## src/inc/modem_pkg.sv

```systemverilog
// constants, register map and carrier types for the dual-port modem block
// assumes one 20 MHz system clock; all offsets are word indices on a
// plain strobe port with 8-bit data
package modem_pkg;

  localparam int ADDR_W = 4;
  localparam int DATA_W = 8;
  localparam int NPORT = 2;

  // register map: each port owns a stride of two words
  localparam logic [3:0] STATUS_BASE = 4'h0;
  localparam logic [3:0] MCR_BASE = 4'h1;
  localparam logic [3:0] PORT_STRIDE = 4'h2;
  localparam logic [3:0] IRQ_STAT_OFF = 4'h4;
  localparam logic [3:0] IRQ_MASK_OFF = 4'h5;

  // modem control fields
  localparam int MCR_DTR = 0;
  localparam int MCR_RTS = 1;
  localparam int MCR_OUT1 = 2;
  localparam int MCR_OUT2 = 3;
  localparam int MCR_LOOP = 4;
  localparam logic [7:0] MCR_RESET = 8'h00;
  localparam logic [7:0] MCR_WMASK = 8'h1F;

  // modem status: levels in [7:4], change flags in [3:0]
  localparam int STATUS_LVL_LSB = 4;
  localparam logic [3:0] FLAGS_RESET = 4'h0;

  localparam logic [7:0] READ_ZERO = 8'h00;
  localparam logic [1:0] IRQ_RESET = 2'h0;

  // serial line idles at marking; inactive handshake outputs are high
  localparam logic MARK = 1'b1;
  localparam logic INACTIVE_N = 1'b1;

  // rising uart clock edges per baud tick
  localparam logic [7:0] BAUD_DIV = 8'h10;
  localparam logic [7:0] BAUD_LAST = BAUD_DIV - 8'h01;

  // active-low modem inputs of one port
  typedef struct packed {
    logic carrier_detect_n;
    logic ring_indicate_n;
    logic dsr_n;
    logic cts_n;
  } modem_in_s;

  // synchroniser vector: uart clock, serial inputs, modem inputs
  localparam int SYNC_W = 1 + NPORT + NPORT * 4;
  localparam logic [SYNC_W-1:0] SYNC_RESET = 11'h7FE;

  // true when addr selects register base of port p
  function automatic logic port_hit(input logic [3:0] addr,
                                    input logic [3:0] base,
                                    input int p);
    port_hit = (addr == base + 4'(p) * PORT_STRIDE);
  endfunction : port_hit

endpackage : modem_pkg

```

## src/baud_tick.sv

```systemverilog
// baud tick generator fed by the synchronised uart input clock
// assumes the uart clock runs below a quarter of the system clock
`timescale 1ns/1ns
module baud_tick
(
  // clock and reset
  input wire logic clock_i,
  input wire logic nrst_i,
  // synchronised uart clock level
  input wire logic uart_clk_i,
  // one-cycle tick every BAUD_DIV rising uart clock edges
  output logic tick_o
);
  import modem_pkg::*;

  logic uart_prev;
  logic [7:0] count;
  logic rise;

  assign rise = uart_clk_i & ~uart_prev;

  // edge detect on the already synchronised level
  always_ff @(posedge clock_i or negedge nrst_i)
  begin
    if (!nrst_i)
      uart_prev <= 1'b0;
    else
      uart_prev <= uart_clk_i;
  end

  // divide the uart clock down to the baud tick
  always_ff @(posedge clock_i or negedge nrst_i)
  begin
    if (!nrst_i)
    begin
      count <= 8'h00;
      tick_o <= 1'b0;
    end
    else
    begin
      tick_o <= rise && (count == BAUD_LAST);
      if (rise)
        count <= (count == BAUD_LAST) ? 8'h00 : count + 8'h01;
    end
  end

endmodule : baud_tick

```

## src/dual_uart_modem_signals.sv

```systemverilog
// top of the two-port modem signal block: register port, pin
// synchronisers, handshake outputs, serial idle and interrupt
// assumes pins are asynchronous to clock_i and the bus master keeps
// strobes one cycle long and never both at once
`timescale 1ns/1ns
module dual_uart_modem_signals
(
  // clock and reset
  input wire logic clock_i,
  input wire logic nrst_i,
  // register port
  input wire logic [modem_pkg::ADDR_W-1:0] addr_i,
  input wire logic [modem_pkg::DATA_W-1:0] wr_data_i,
  input wire logic wr_i,
  input wire logic rd_i,
  output logic [modem_pkg::DATA_W-1:0] rd_data_o,
  // shared uart input clock pin
  input wire logic uart_clk_i,
  // modem pins, active low inputs
  input modem_pkg::modem_in_s [modem_pkg::NPORT-1:0] modem_n_i,
  input wire logic [modem_pkg::NPORT-1:0] port_serial_in_i,
  // transmit bit from framing logic on clock_i
  input wire logic [modem_pkg::NPORT-1:0] tx_bit_i,
  // modem pins, outputs
  output logic [modem_pkg::NPORT-1:0] terminal_ready_n_o,
  output logic [modem_pkg::NPORT-1:0] request_send_n_o,
  output logic [modem_pkg::NPORT-1:0] port_serial_out_o,
  // towards framing logic
  output logic [modem_pkg::NPORT-1:0] rx_bit_o,
  output logic [modem_pkg::NPORT-1:0] baud_tick_o,
  // interrupt
  output logic irq_o
);
  import modem_pkg::*;

  logic [SYNC_W-1:0] sync_meta;
  logic [SYNC_W-1:0] sync_pins;
  logic uart_clk_s;
  logic [NPORT-1:0] serial_in_s;
  modem_in_s [NPORT-1:0] modem_s;
  logic [7:0] mcr [NPORT];
  logic [7:0] status [NPORT];
  logic [NPORT-1:0] status_rd;
  logic [NPORT-1:0] change;
  logic [1:0] irq_stat;
  logic [1:0] irq_mask;
  logic [7:0] next_rd_data;

  // two flops on every pin; only the second stage feeds logic
  always_ff @(posedge clock_i or negedge nrst_i)
  begin
    if (!nrst_i)
    begin
      sync_meta <= SYNC_RESET;
      sync_pins <= SYNC_RESET;
    end
    else
    begin
      sync_meta <= {modem_n_i, port_serial_in_i, uart_clk_i};
      sync_pins <= sync_meta;
    end
  end

  assign uart_clk_s = sync_pins[0];
  assign serial_in_s = sync_pins[NPORT:1];
  assign modem_s = sync_pins[SYNC_W-1:NPORT+1];

  genvar p;
  generate
    for (p = 0; p < NPORT; p++)
    begin : g_port
      assign status_rd[p] = rd_i && port_hit(addr_i, STATUS_BASE, p);

      // status levels and change flags
      modem_port u_status
      (
        .clock_i(clock_i),
        .nrst_i(nrst_i),
        .modem_n_i(modem_s[p]),
        .mcr_i(mcr[p]),
        .status_rd_i(status_rd[p]),
        .status_o(status[p]),
        .change_o(change[p])
      );

      // each port divides the shared uart clock on its own
      baud_tick u_baud
      (
        .clock_i(clock_i),
        .nrst_i(nrst_i),
        .uart_clk_i(uart_clk_s),
        .tick_o(baud_tick_o[p])
      );

      // modem control register
      always_ff @(posedge clock_i or negedge nrst_i)
      begin
        if (!nrst_i)
          mcr[p] <= MCR_RESET;
        else if (wr_i && port_hit(addr_i, MCR_BASE, p))
          mcr[p] <= wr_data_i & MCR_WMASK;
      end

      // handshake outputs; loopback parks them inactive
      always_ff @(posedge clock_i or negedge nrst_i)
      begin
        if (!nrst_i)
        begin
          terminal_ready_n_o[p] <= INACTIVE_N;
          request_send_n_o[p] <= INACTIVE_N;
        end
        else if (mcr[p][MCR_LOOP])
        begin
          terminal_ready_n_o[p] <= INACTIVE_N;
          request_send_n_o[p] <= INACTIVE_N;
        end
        else
        begin
          terminal_ready_n_o[p] <= ~mcr[p][MCR_DTR];
          request_send_n_o[p] <= ~mcr[p][MCR_RTS];
        end
      end

      // serial path: no handshake input gates the transmitter, by design
      // framing logic owns flow control, not this block
      always_ff @(posedge clock_i or negedge nrst_i)
      begin
        if (!nrst_i)
        begin
          port_serial_out_o[p] <= MARK;
          rx_bit_o[p] <= MARK;
        end
        else if (mcr[p][MCR_LOOP])
        begin
          port_serial_out_o[p] <= MARK;
          rx_bit_o[p] <= tx_bit_i[p];
        end
        else
        begin
          port_serial_out_o[p] <= tx_bit_i[p];
          rx_bit_o[p] <= serial_in_s[p];
        end
      end
    end
  endgenerate

  // sticky interrupt status, write one to clear; a new event wins
  always_ff @(posedge clock_i or negedge nrst_i)
  begin
    if (!nrst_i)
      irq_stat <= IRQ_RESET;
    else if (wr_i && addr_i == IRQ_STAT_OFF)
      irq_stat <= (irq_stat & ~wr_data_i[1:0]) | change;
    else
      irq_stat <= irq_stat | change;
  end

  // mask doubles as the modem status interrupt enable of each port
  always_ff @(posedge clock_i or negedge nrst_i)
  begin
    if (!nrst_i)
      irq_mask <= IRQ_RESET;
    else if (wr_i && addr_i == IRQ_MASK_OFF)
      irq_mask <= wr_data_i[1:0];
  end

  // level interrupt, registered so it comes straight from a flop
  always_ff @(posedge clock_i or negedge nrst_i)
  begin
    if (!nrst_i)
      irq_o <= 1'b0;
    else
      irq_o <= |(irq_stat & irq_mask);
  end

  // read mux; unmapped addresses read zero
  always_comb
  begin
    next_rd_data = READ_ZERO;
    if (port_hit(addr_i, STATUS_BASE, 0))
      next_rd_data = status[0];
    else if (port_hit(addr_i, MCR_BASE, 0))
      next_rd_data = mcr[0];
    else if (port_hit(addr_i, STATUS_BASE, 1))
      next_rd_data = status[1];
    else if (port_hit(addr_i, MCR_BASE, 1))
      next_rd_data = mcr[1];
    else if (addr_i == IRQ_STAT_OFF)
      next_rd_data = {6'h00, irq_stat};
    else if (addr_i == IRQ_MASK_OFF)
      next_rd_data = {6'h00, irq_mask};
  end

  // read data stand for exactly the cycle after the strobe
  always_ff @(posedge clock_i or negedge nrst_i)
  begin
    if (!nrst_i)
      rd_data_o <= READ_ZERO;
    else
      rd_data_o <= rd_i ? next_rd_data : READ_ZERO;
  end

endmodule : dual_uart_modem_signals

```

## src/modem_port.sv

```systemverilog
// modem status levels and change flags of one serial port
// assumes modem inputs are already synchronised to clock_i
`timescale 1ns/1ns
module modem_port
(
  // clock and reset
  input wire logic clock_i,
  input wire logic nrst_i,
  // synchronised active-low modem inputs
  input modem_pkg::modem_in_s modem_n_i,
  // modem control register and status read strobe
  input wire logic [7:0] mcr_i,
  input wire logic status_rd_i,
  // status register image and level-change pulse
  output logic [7:0] status_o,
  output logic change_o
);
  import modem_pkg::*;

  logic [3:0] lvl;
  logic [3:0] prev;
  logic [3:0] flags;
  logic [3:0] delta;
  logic armed;

  // levels are inverted pins; loopback feeds them from the control bits
  always_comb
  begin
    if (mcr_i[MCR_LOOP])
      lvl = {mcr_i[MCR_OUT2], mcr_i[MCR_OUT1], mcr_i[MCR_DTR],
             mcr_i[MCR_RTS]};
    else
    begin
      lvl[3] = ~modem_n_i.carrier_detect_n;
      lvl[2] = ~modem_n_i.ring_indicate_n;
      lvl[1] = ~modem_n_i.dsr_n;
      lvl[0] = ~modem_n_i.cts_n;
    end
  end

  // armed keeps the first cycle after reset from counting as a change
  always_ff @(posedge clock_i or negedge nrst_i)
  begin
    if (!nrst_i)
    begin
      prev <= FLAGS_RESET;
      armed <= 1'b0;
    end
    else
    begin
      prev <= lvl;
      armed <= 1'b1;
    end
  end

  assign delta = armed ? (lvl ^ prev) : FLAGS_RESET;

  // a change in the reading cycle survives the clear
  always_ff @(posedge clock_i or negedge nrst_i)
  begin
    if (!nrst_i)
      flags <= FLAGS_RESET;
    else
      flags <= (flags & ~{4{status_rd_i}}) | delta;
  end

  assign status_o = {lvl, flags};
  assign change_o = |delta;

endmodule : modem_port
```

## config.mk

```make
export PLATFORM = sky130hd
export DESIGN_NAME = dual_uart_modem_signals
export DESIGN_NICKNAME = d
export VERILOG_FILES = /design/src/inc/modem_pkg.sv /design/src/baud_tick.sv /design/src/dual_uart_modem_signals.sv /design/src/modem_port.sv
export SDC_FILE = /design/constraint.sdc
export NUM_CORES = 1
export LEC_CHECK = 0
export ABC_AREA = 1
export BUFFER_PORTS_ARGS = -buffer_cell sky130_fd_sc_hd__clkbuf_2
export CORE_ASPECT_RATIO = 0.75
export CORE_MARGIN = 2
export CORE_UTILIZATION = 58
export CTS_BUF_LIST = sky130_fd_sc_hd__clkbuf_8
export DETAILED_ROUTE_END_ITERATION = 16
export PLACE_DENSITY = 0.8
export SLEW_MARGIN = 40
export SYNTH_ARGS = -nofsm -noshare
export SYNTH_HDL_FRONTEND = slang
export SYNTH_HIERARCHICAL = 1
export SYNTH_SLANG_ARGS = --single-unit
```

## constraint.sdc

```tcl
create_clock -name clock_i -period 1.7 [get_ports clock_i]
set_input_delay 0.085 -clock clock_i [delete_from_list [all_inputs] [get_ports clock_i]]
set_output_delay 0.085 -clock clock_i [all_outputs]
set_load 0.005 [all_outputs]
```

Yosys cells after proc, flatten, opt, wreduce, memory -nomap -nowiden:

Cells that the tools add are included.

* logic and storage cells: 96
* input port bits: 29
* output and inout bits: 19
* memories kept: 0
* latch bits: 0
* RAM bits: 0
* memory bits (read-only): 0
* bits in registers: 89

* $lt $le $gt $ge: 0
* multiply operators: 0
* shifts and indexed selects: 0
* reduce and logical (&&, ||, !) cells: 12
* div/mod/pow operators: 0
* equal/unequal tests: 7
* mux-type cells: 22
* add/subtract/negate cells: 2
* bitwise gates (word level): 27

Operators with widths (count)
* $mux 8: 6
* $add 8x1->8 const B: 2
* $eq 8x4->1 const B: 2
* $mux 4: 4
* $not 1->1: 13
* $and 4x4->4: 2
* $eq 4x2->1 const B: 2
* $eq 4x3->1 const B: 2
* $logic_and 1x1->1: 8
* $mux 1: 8
* $not 4->4: 2
* $or 4x4->4: 2
* $reduce_or 4->1: 2
* $xor 4x4->4: 2
* $mux 2: 3
* $mux 5: 1
* $and 2x2->2: 2
* $eq 4x1->1 const B: 1
* $logic_not 4->1: 1
* $or 2x2->2: 2
* $not 2->2: 1
* $reduce_or 2->1: 1
* $and 1x1->1: 1

Logic depth before layout (Yosys ltp):

* depth after elaboration: 8
* gate-level depth with buffers: 9

Cells and area by module:

Netlist, hierarchy kept.

By module, submodules not included
* dual_uart_modem_signals: area an instance 1969.4 um2, sequential area each 1361.3 um2, cells each 176, times used 1
* baud_tick: area an instance 505.5 um2, sequential area each 250.2 um2, cells each 63, times used 2
* modem_port: area an instance 451.7 um2, sequential area each 225.2 um2, cells each 59, times used 2

Worst setup path after synthesis:

OpenSTA, ideal clock, no wires.

* path type: register -> register
* start point: reg mcr[4] (netlist bit)
* end point: reg irq_stat[1]
* slack: 0.534 ns
* arrival time: 1.042 ns
* stages on the path, launching flop included: 10
* period minus slack after synthesis: 1.166 ns
* setup time: 0.124 ns
* cell sequence: dfrtp_1 inv_2 nand2_2 nand2_2 nand2_1 nand3_1 nand2_1 inv_1 nand2_1 o21bai_1

RTL lines
* from (decl): RTL line dual_uart_modem_signals.sv:41 `logic [7:0] mcr [NPORT];`
* from (signal, indexed assignment): RTL line dual_uart_modem_signals.sv:101 `mcr[p] <= wr_data_i & MCR_WMASK;`
* to (signal assigned): RTL line dual_uart_modem_signals.sv:153 `irq_stat <= (irq_stat & ~wr_data_i[1:0]) | change;`
* to (signal assigned): RTL line dual_uart_modem_signals.sv:155 `irq_stat <= irq_stat | change;`
* to (decl): RTL line dual_uart_modem_signals.sv:45 `logic [1:0] irq_stat;`

Final worst setup path:

* start point: reg mcr[12] (netlist bit)
* end point: reg irq_stat[0]

* cells in the longest elaborated chain, start to end: 6
* elaborated cells on any way between the ends: 7
* those cells by class: 3 x mux; 3 x bitwise; 1 x reduce/logical

Ends and longest elaborated chain
* $mux 4 *: RTL line modem_port.sv:29 `if (mcr_i[MCR_LOOP])`
* $xor 4x4->4 *: RTL line modem_port.sv:56 `assign delta = armed ? (lvl ^ prev) : FLAGS_RESET;`
* $mux 4 *: RTL line modem_port.sv:56
* $reduce_or 4->1 *: RTL line modem_port.sv:68 `assign change_o = |delta;`
* net change[0]: RTL line dual_uart_modem_signals.sv:44 `logic [NPORT-1:0] change;`
* $or 2x2->2 (on tied branches): RTL line dual_uart_modem_signals.sv:155, dual_uart_modem_signals.sv:153
* $mux 2 *: RTL line dual_uart_modem_signals.sv:152 `else if (wr_i && addr_i == IRQ_STAT_OFF)`

The timed path passes the listed nets; every way through them passes the cells marked *.
A chain may end at the register's enable or synchronous reset.

==> metrics <==
post-CTS setup buffer count 0; element type at the critical path end flip-flop; fin. max-slew vios 0; Initial Utilization 60.80%; critical path required time 1.95 ns; post-synthesis cell area 3880 um^2; Congestion Overflow GR 0; share of layout cells above drive strength 1 26.45%; RSZ-0062 raised after global routing no; cell leakage power 2.484 nW; Residual DRC 0; Net Sw Frac 27.27%; drt total wl 7.089 mm; sequential share of power 49.8%; initial antenna violation count 0; RePlAce Congestion 0.9108; Final TNS setup 0 ns; # IOs 48; Ant. Diodes 0; period utilisation layout 83.29%; Net Switching 1.515 mW; layer with the highest usage met2; met1 GRT Util 30.06%; CTS max path bufs 2; cts repair resizes 0; detailed placer's ending HPWL 5.093 mm; die width 98.44 um; CTS root buf clkbuf_8; CTS Buf Count 9; CP Class reg2reg; crit path DAT 1.67 ns; clk sinks 91; FP Rows 25; Synth Net Count 450; Clock Power Share 34.3%; clock transition at the registers of the reported paths 0.09 ns; Layout area overhead 20.74%; Setup crit start kind flip-flop; Combinational Power Share 15.8%; CP Max Fanout 9; Die H 74.83 um; HP Class in2reg; die area 7366 um^2; power density cells 1186 nW/um^2; internal power 4.040 mW; drt via density 5.038; Setup Skew 0.009148 ns; Max VDD drop 0.6913 mV; final setup vio count 0; met3 global-route usage 6.128%; Fillers 470; hold slack 0.02322 ns; H-tree depth 3; vias in the first global route 2646; CORE AREA 6381 um^2; clk_lat worst skew 0.36 ns; Pre-Repair DR Iteration Count 7; Final Hold Vio Count 0; 1st-iter DRT viols 202; Nets 525; most frequent cells in the layout 101 x nand2_1, 71 x inv_1, 63 x dfrtp_1; maxcap violations 0; detailed-route wire length per cell 12.22 um; Final ANT Viol Nets 0; Tmin final 1.416 ns; met2 Use GR 32.43%; most common cell after layout, fill and taps aside nand2_1; first-pass GRT wire length 12.13 mm; status finished clean; Avg Synthesized Cell Area 9.260 um^2; pin count of the biggest net entering global routing 41; cell count after synthesis 419; via count 2922; GR Util All Layers 21.18%; CTS tree built; buffers added on ports 44; Synth Warn # 6; Fmax 706.2 MHz
area by class of cell:
class                           count  area (um^2)  area share [%]
Inverter                           78        292.8           6.250
Sequential cell                    91         2312           49.36
Clock inverter                      6        136.4           2.911
Multi-Input combinational cell    249         1264           26.98
Clock buffer                       10        137.6           2.938
Tap cell                           81        101.3           2.163
Timing Repair Buffer               65        440.4           9.402
worst paths after layout:
kind / from / endpoint / slack (ns) / depth (start not counted)
setup / recovery: mcr[12]$_DFFE_PN0P_ / irq_stat[0]$_DFF_PN0_ / 0.28 / 8
hold / removal: rd_i / rd_data_o[0]$_DFF_PN0_ / 0.02 / 3
setup reg to reg: mcr[12]$_DFFE_PN0P_ / irq_stat[0]$_DFF_PN0_ / 0.28 / 8
hold reg to reg: sync_meta[8]$_DFF_PN1_ / sync_pins[8]$_DFF_PN1_ / 0.36 / 0
max in group asynchronous: nrst_i / terminal_ready_n_o[1]$_DFF_PN1_ / 0.83 / 3
min in group asynchronous: nrst_i / g_port[0].u_baud/count[5]$_DFFE_PN0P_ / 0.18 / 2
power groups by stage:
stage	Combinational (mW)	Clock [mW]	Sequential, mW
2_1_floorplan	0.589	0	2.75
3_3_place_gp	0.802	0	2.79
3_5_place_dp	0.842	0	2.81
4_1_cts	0.886	1.95	2.77
5_1_grt	1.02	2.03	2.81
6_report	0.878	1.91	2.77
worst max-delay path, cell delays in order (launching register included):
cell	delay [ns]
dfrtp_1	0.55
inv_2	0.13
nand2_1	0.10
nand3_1	0.07
nand3_1	0.12
nand2_1	0.07
inv_1	0.04
nand2_1	0.06
o21bai_1	0.15
flip-flops by register name, indices dropped and copies added (netlist names), 8 cells and up:
name                   flops
mcr                       10
g_port.u_baud/count       16
sync_meta                 11
g_port.u_status/prev       8
sync_pins                 11
g_port.u_status/flags      8
rd_data_o                  8
layer usage:
metal  vias up  wire length, um
li1       1459                -
met3        10              399
met4         0               99
met2        81             3141
met5         -                0
met1      1372             3448
timing repair:
item | CTS | global route
endpoints found under the setup margin | 0 | 0
hold buffers | 19 | 0
hold endpoints to repair | 78 | 0
per-stage QoR:
stage | area, um^2 | instances | utilization (%) | setup WS (ns) | power [mW]
after floorplan | 3880 | 419 | - | 0.5342 | 3.334
after global placement | 4220 | 545 | 66.14 | 0.3547 | 3.590
after detailed placement | 4220 | 545 | 66.14 | 0.3332 | 3.648
after CTS | 4684 | 580 | 73.41 | 0.3099 | 5.601
after global routing | 4684 | 580 | 73.41 | 0.1640 | 5.859
final | 4684 | 580 | 73.41 | 0.2840 | 5.554
No activity file was read; power rests on OpenSTA's default activity.
